**src/include/sccr_pkg.sv**
```systemverilog
// Purpose: Shared constants and types for the channel configuration register pair.
// Assumes: Registers are reached through the device's internal register port.
// Notes: Factory one-time-programmable reset values arrive as inputs.
package sccr_pkg;
    localparam logic [7:0] SCCR_CH1_CTRL_ADDR = 8'h2C;
    localparam logic [7:0] SCCR_CH2_VOLT_ADDR = 8'h2D;
    localparam int SCCR_RSVD_BIT = 7;
    localparam int SCCR_TOPO_BIT = 6;
    localparam int SCCR_LIMIT_MSB = 5;
    localparam int SCCR_LIMIT_LSB = 4;
    localparam int SCCR_DISCH_BIT = 3;
    localparam int SCCR_ENSEL_MSB = 2;
    localparam int SCCR_ENSEL_LSB = 0;
    localparam int SCCR_VOLT_MSB = 6;
    localparam logic SCCR_RSVD_RESET = 1'h0;
    localparam logic [6:0] SCCR_VOLT_SAT_CODE = 7'h5E;
    localparam logic [6:0] SCCR_VOLT_MAX_CODE = 7'h5E;
    // Target in 50 mV steps above 0.8 V; base and step given in millivolts, the top given as a code.
    localparam int SCCR_VOLT_BASE_MV = 800;
    localparam int SCCR_VOLT_STEP_MV = 50;

    typedef struct packed {
        logic       topology_select;
        logic [1:0] ch1_peak_limit;
        logic       ch1_discharge_enable;
        logic [2:0] ch1_enable_select;
        logic [6:0] ch2_target_voltage;
    } sccr_otp_type;

    typedef struct packed {
        logic       wr_en;
        logic       rd_en;
        logic [7:0] addr;
        logic [7:0] wdata;
    } sccr_req_type;
endpackage

```
**src/hdl/sccr_regs.sv**
```systemverilog
// Purpose: Channel one control and channel two voltage registers with decoded outputs.
// Assumes: Register port requests come from logic on the same clock.
// Notes: Read data is registered and valid one cycle after rd_en.
`timescale 1ns/1ps
module sccr_regs
    import sccr_pkg::*;
(
    input wire logic clk,
    input wire logic rstn,
    input wire sccr_otp_type otp,
    input wire sccr_req_type req,
    input wire logic [3:0] seq_slot_active,
    output logic [7:0] rdata,
    output logic rvalid,
    output logic ch1_buck_only,
    output logic [1:0] ch1_limit_sel,
    output logic ch1_enable,
    output logic ch1_discharge_on,
    output logic [6:0] ch2_volt_code,
    output logic [12:0] ch2_target_mv
);
    logic [7:0] ch1_reg;
    logic [7:0] ch1_next;
    logic [6:0] volt_reg;
    logic [6:0] volt_next;
    logic [7:0] rdata_next;
    logic [12:0] mv_next;
    logic en_next;

    wire hit_ch1 = req.addr == SCCR_CH1_CTRL_ADDR;
    wire hit_volt = req.addr == SCCR_CH2_VOLT_ADDR;
    wire [2:0] ensel = ch1_reg[SCCR_ENSEL_MSB:SCCR_ENSEL_LSB];
    wire [6:0] volt_sat = (volt_reg >= SCCR_VOLT_SAT_CODE) ? SCCR_VOLT_MAX_CODE : volt_reg;

    // The reserved bit is stored as zero so a careless write cannot leak into reads.
    assign ch1_next = (req.wr_en && hit_ch1) ? {1'h0, req.wdata[6:0]} : ch1_reg;
    assign volt_next = (req.wr_en && hit_volt) ? req.wdata[6:0] : volt_reg;
    assign rdata_next = hit_ch1 ? ch1_reg : (hit_volt ? {1'h0, volt_reg} : 8'h00);
    // Slot codes follow the sequencer; bit 2 set means forced, bit 0 ignored there.
    assign en_next = ensel[2] ? ensel[1] : seq_slot_active[ensel[1:0]];
    assign mv_next = 13'(SCCR_VOLT_BASE_MV) + 13'(volt_sat) * 13'(SCCR_VOLT_STEP_MV);

    always_ff @(posedge clk) begin
        if (!rstn) begin
            ch1_reg <= {SCCR_RSVD_RESET, otp.topology_select, otp.ch1_peak_limit,
                        otp.ch1_discharge_enable, otp.ch1_enable_select};
            volt_reg <= otp.ch2_target_voltage;
            rdata <= 8'h00;
            rvalid <= 1'h0;
        end else begin
            ch1_reg <= ch1_next;
            volt_reg <= volt_next;
            rdata <= req.rd_en ? rdata_next : 8'h00;
            rvalid <= req.rd_en;
        end
    end

    always_ff @(posedge clk) begin
        if (!rstn) begin
            ch1_buck_only <= 1'h0;
            ch1_limit_sel <= 2'h0;
            ch1_enable <= 1'h0;
            ch1_discharge_on <= 1'h0;
            ch2_volt_code <= 7'h00;
            ch2_target_mv <= 13'(SCCR_VOLT_BASE_MV);
        end else begin
            ch1_buck_only <= ch1_reg[SCCR_TOPO_BIT];
            ch1_limit_sel <= ch1_reg[SCCR_LIMIT_MSB:SCCR_LIMIT_LSB];
            ch1_enable <= en_next;
            ch1_discharge_on <= ch1_reg[SCCR_DISCH_BIT] && !en_next;
            ch2_volt_code <= volt_sat;
            ch2_target_mv <= mv_next;
        end
    end
endmodule

```
**config.mk**
```make
export PLATFORM = sky130hd
export DESIGN_NAME = sccr_regs
export DESIGN_NICKNAME = d
export VERILOG_FILES = /design/src/include/sccr_pkg.sv /design/src/hdl/sccr_regs.sv
export SDC_FILE = /design/constraint.sdc
export NUM_CORES = 1
export LEC_CHECK = 0
export BUFFER_PORTS_ARGS = -buffer_cell sky130_fd_sc_hd__buf_2
export CAP_MARGIN = 10
export CORE_ASPECT_RATIO = 1.75
export CORE_MARGIN = 5
export CORE_UTILIZATION = 55
export DETAILED_ROUTE_END_ITERATION = 16
export PLACE_DENSITY = 0.91
export SLEW_MARGIN = 15
export SYNTH_ARGS = -nofsm -noshare
export SYNTH_HDL_FRONTEND = slang
export SYNTH_SLANG_ARGS = --single-unit
```
**constraint.sdc**
```tcl
create_clock -name clk -period 9.7 [get_ports clk]
set_clock_uncertainty 0.2 [all_clocks]
set_input_delay 0 -clock clk [delete_from_list [all_inputs] [get_ports clk]]
set_output_delay 0 -clock clk [all_outputs]
set_load 0.01 [all_outputs]
```
* Word-level counts from Yosys, hierarchy flattened
Cells that the tools add are included.
** Operators by class
- $lt $le $gt $ge :: 2
- Bitwise gates (word level) :: 1
- Add/subtract/negate cells :: 1
- Eq/ne operators :: 4
- Reductions and logical operators :: 6
- Multiplexer cells :: 10
- $mul :: 1
** Operators with widths (count)
- $mux 7 :: 7
- $eq 8x6->1 const B :: 2
- $add 10x13->13 const A :: 1
- $mul 7x5->12 const B :: 1
- $ge 7x7->1 const B :: 1
- $ne 2x1->1 const B :: 2
- $logic_and 1x1->1 :: 3
- $lt 2x3->1 const B :: 1
- $bmux 1 s2 :: 1
- $mux 1 :: 2
- $reduce_and 2->1 :: 1
- $reduce_or 2->1 :: 1
- $logic_not 1->1 :: 1
- $not 1->1 :: 1
** Word-level totals
- Word-level logic and storage cells :: 36
- Bits of input ports :: 38
- Register bits after elaboration :: 48

* Depth between registers and ports, before layout
- Word-level depth :: 5
- Gate-level depth with buffers :: 14
- Gate-level depth less buffers :: 14

* Worst setup path before layout
No wires, ideal clock.
- Path kind :: register to register
- Start point :: reg volt_reg[6]
- End point :: reg ch2_target_mv[12]
- Data arrival time :: 3493 ps
- Required time :: 9428 ps
- Slack :: 5936 ps
- Cell stages (with the launch flop) :: 15
- Period minus slack after synthesis :: 3764 ps
- Path buffers :: 0
- Cells stage by stage :: edfxtp_1 -> nand2_1 -> nand2b_1 -> ha_1 -> ha_1 -> inv_1 -> fa_1 -> inv_1 -> ha_1 -> nor2b_4 -> o31a_1 -> or4b_1 -> o311a_2 -> nor3b_2 -> mux2i_1
** On the way
- Word-level cells in the longest chain between the ends :: 4
** RTL lines
- start: declaration :: line sccr_regs.sv:24 : logic [6:0] volt_reg;
- start signal: assignment :: line sccr_regs.sv:47 : volt_reg <= otp.ch2_target_voltage;
- start signal: assignment :: line sccr_regs.sv:52 : volt_reg <= volt_next;
- $ge 7x7->1 :: line sccr_regs.sv:33 : wire [6:0] volt_sat = (volt_reg >= SCCR_VOLT_SAT_CODE) ? SCCR_VOLT_MAX_CODE : volt_reg;
- $mux 7 :: line sccr_regs.sv:33
- via volt_sat[3] :: line sccr_regs.sv:33
- $mul 7x5->12 :: line sccr_regs.sv:41 : assign mv_next = 13'(SCCR_VOLT_BASE_MV) + 13'(volt_sat) * 13'(SCCR_VOLT_STEP_MV);
- $add 10x13->13 :: line sccr_regs.sv:41
- end signal: assignment :: line sccr_regs.sv:65 : ch2_target_mv <= 13'(SCCR_VOLT_BASE_MV);
- end signal: assignment :: line sccr_regs.sv:72 : ch2_target_mv <= mv_next;
- end: declaration :: line sccr_regs.sv:20 : output logic [12:0] ch2_target_mv
The timed path passes the listed nets, and every way through them passes these cells.
A chain may end at the register's enable or synchronous reset.

* Worst setup path after layout
Ends and elaborated chain as after synthesis.

==> impl_metrics.tcl <==
set metrics [dict create \
    slew_violations 0 \
    fp.dieW_um 59.3 \
    ys_types 43 \
    ys_seq_elements 43 \
    die-area_sq_um 5700 \
    min_period_over_period_pct 43.7 \
    slew-limit-headroom_pct 56.8 \
    setup_viol 0 \
    crit_buf_inv 2 \
    hold_end "rdata[3]" \
    synth_area_sq_um 2330 \
    cts.htree.levels 2 \
    worstPathCellList "nand2_1 -> nand2b_1 -> ha_1 -> ha_1 -> inv_1 -> fa_1 -> inv_1 -> ha_1 -> nor2b_4 -> o31a_1 -> or4b_1 -> o311a_2 -> nor3b_2 -> mux2i_1" \
    fin_crit_ns 4.24 \
    dpl_worst_slack_ns 5.50 \
    max-clock-path-buffers 2 \
    fin_ws_ns 5.46 \
    setup_tns_ns 0 \
    netlist_instances 242 \
    design.core.area_sq_um 4110 \
    syn2layout_area_growth_pct 31.9 \
    crit_path_end_kind "flop" \
    leakage_nw 1.54 \
    drtIter0Drc 92 \
    power.density_nw_per_um2 222 \
    start_util_pct 56.8 \
    async_flop_share_pct 0 \
    die_y_um 96.2 \
    r2r_slack_ns 5.46 \
    ant_nets 0 \
    grt_overflow 0 \
    drive_gt1_share_pct 25.0 \
    dr_total_vias 2064 \
    cp_max_fo 6 \
    grt_setup_unrepaired "false" \
    grt_usage_pct 22.4 \
    synth_edf_count 14 \
    synth-warning-count 0 \
    numCtsBuffers 5 \
    final_cell_area_sq_um 3080 \
    cts_resized 0 \
    hold_depth 4 \
    largest_reg_flops 9 \
    filler_cell_count 279 \
    crit_type "flop to flop" \
    postPlaceCellArea_sq_um 2680 \
    path_delay_family "adder cells" \
    crit_path_start_kind "flop" \
    fin_nets 402 \
    gp_congestion 0.877 \
    io_pins 72 \
    regToRegEndpoint "ch2_target_mv[12]" \
    cpPeakStageDelay_ns 0.52 \
    final_common_cell "buf_2" \
    yosysSeqAreaShare_pct 42.9 \
    yosys_most_used_dff "dfxtp_1" \
    worst_slew_pin_slew_ns 0.648 \
    final-hold-violation-count 0 \
    r2r_cells 14 \
    grt_pass1_wl_um 9560 \
    drc 0 \
    n_antenna_cell 0 \
    required_ns 9.73 \
    avgRoutedWirePerCell_um 16.0 \
    reg2reg_from "volt_reg[6]" \
    grt_pass1_vias 2110 \
    portBuffers 68 \
    grt_antenna_before_repair 0 \
    min_from "req[8]" \
    ir_drop_v 0.000196 \
    wl_um 6140 \
    syn_avg_cell_area_sq_um 9.65 \
    final_cell_mix "68 x buf_2, 30 x inv_1, 29 x dfxtp_1, 29 x dlygate4sd3_1, 27 x ha_1" \
    vias_per_cell 5.36 \
    worst_path_max_delay_cell "fa_1" \
    cts_tree "done" \
    timing.fmax_mhz 236 \
    numClockSinks 43 \
    crit_arrival_ns 4.27 \
    worstSkewPairLatency_ns 0.30 \
    ctsRootBufferMaster "clkbuf_8" \
    dr.pass1.iters 5 \
    dp_hpwl_um 4080 \
    num_rows 31 \
    crit_top_cell "ha_1" \
    clk_pin_slew_worst_paths_ns 0.09 \
    hold_class "input pin to flop" \
    grt_max_degree 47 \
    largest_register "ch2_target_mv" \
    power_w 0.000684 \
    max_cap_violations 0 \
    status "finished, final reports clean" \
]
## cells in the mapped netlist, types with 2 or more instances
| master | count | share of area (%) |
|---|---|---|
| mux2i_1 | 3 | 1.3 |
| nand2_1 | 23 | 3.7 |
| fa_1 | 2 | 1.7 |
| buf_4 | 5 | 1.6 |
| xor2_1 | 5 | 1.9 |
| o21ai_0 | 16 | 3.4 |
| edfxtp_1 | 14 | 18 |
| a22oi_1 | 7 | 2.3 |
| clkbuf_1 | 6 | 0.96 |
| and2_1 | 17 | 4.6 |
| nor2_1 | 13 | 2.1 |
| inv_1 | 30 | 4.8 |
| mux2_2 | 2 | 0.96 |
| xnor2_1 | 3 | 1.1 |
| a21oi_1 | 5 | 1.1 |
| nand2b_1 | 5 | 1.3 |
| and3_1 | 2 | 0.54 |
| ha_1 | 27 | 14 |
| dfxtp_1 | 29 | 25 |
| o31ai_1 | 2 | 0.64 |
| nand3_1 | 4 | 0.86 |
## worst max path at each step
stage           startpoint           endpoint  slack [ns]  cells after the start
4_1_cts        volt_reg[6]  ch2_target_mv[12]        5.46                     14
3_5_place_dp   volt_reg[6]  ch2_target_mv[12]        5.50                     14
5_1_grt        volt_reg[6]  ch2_target_mv[12]        5.29                     14
2_1_floorplan  volt_reg[6]  ch2_target_mv[12]        5.94                     14
6_report       volt_reg[6]  ch2_target_mv[12]        5.46                     14
3_3_place_gp   volt_reg[6]  ch2_target_mv[12]        5.63                     14
## worst register-to-register path, cell delays in order (launching register included)
cell	delay, ns
edfxtp_1	0.49
nand2_1	0.18
nand2b_1	0.16
ha_1	0.33
ha_1	0.28
inv_1	0.06
fa_1	0.52
inv_1	0.05
ha_1	0.38
nor2b_4	0.18
o31a_1	0.28
or4b_1	0.48
o311a_2	0.17
nor3b_2	0.22
mux2i_1	0.20
## layer usage
layer	part of all wire [%]	routed length [um]	up-vias	track usage [%]
li1	-	-	992	-
met1	35	2160	954	23.1
met2	54	3350	93	40.0
met3	6.7	413	25	4.97
met4	3.7	227	0	12.9
met5	0	0	-	0
## logic make-up after synthesis
group / share of synthesized area (%)
simple gates: 16.9
flops: 42.9
buf+inv: 7.56
compound gates: 11.0
fa+ha+maj: 16.2
xor+xnor: 3.00
mux: 2.25
other cells: 0.161
## final cells by class
cell class / count / area, sq um / area share (%)
clock inverter: 3 / 43.8 / 1.42
clock buffer: 5 / 68.8 / 2.23
tap: 49 / 61.3 / 1.99
multi-input combinational: 158 / 1160 / 37.7
inverter: 30 / 113 / 3.66
timing repair buffer: 97 / 631 / 20.5
sequential: 43 / 1000 / 32.5
## timing repair
item	in CTS	in global routing
hold endpoints to repair	26	0
hold buffers	29	0
buffers inserted	0	0
## metrics by stage
step | hold WS [ns] | std cells | util, %
final | 0.00472 | 385 | 74.9
after CTS | 0.0000244 | 385 | 74.9
after floorplan | 0.000164 | 243 | -
after detailed placement | 0.105 | 348 | 65.1
after global routing | 0.0255 | 385 | 74.9
after global placement | 0.0926 | 348 | 65.1
## power by group
group | internal [W] | switching (W)
Combinational | 0.000149 | 0.000175
Clock | 0.0000767 | 0.0000635
Sequential | 0.000212 | 0.00000862
Total | 0.000437 | 0.000247
(Power assumes the default switching activity.)
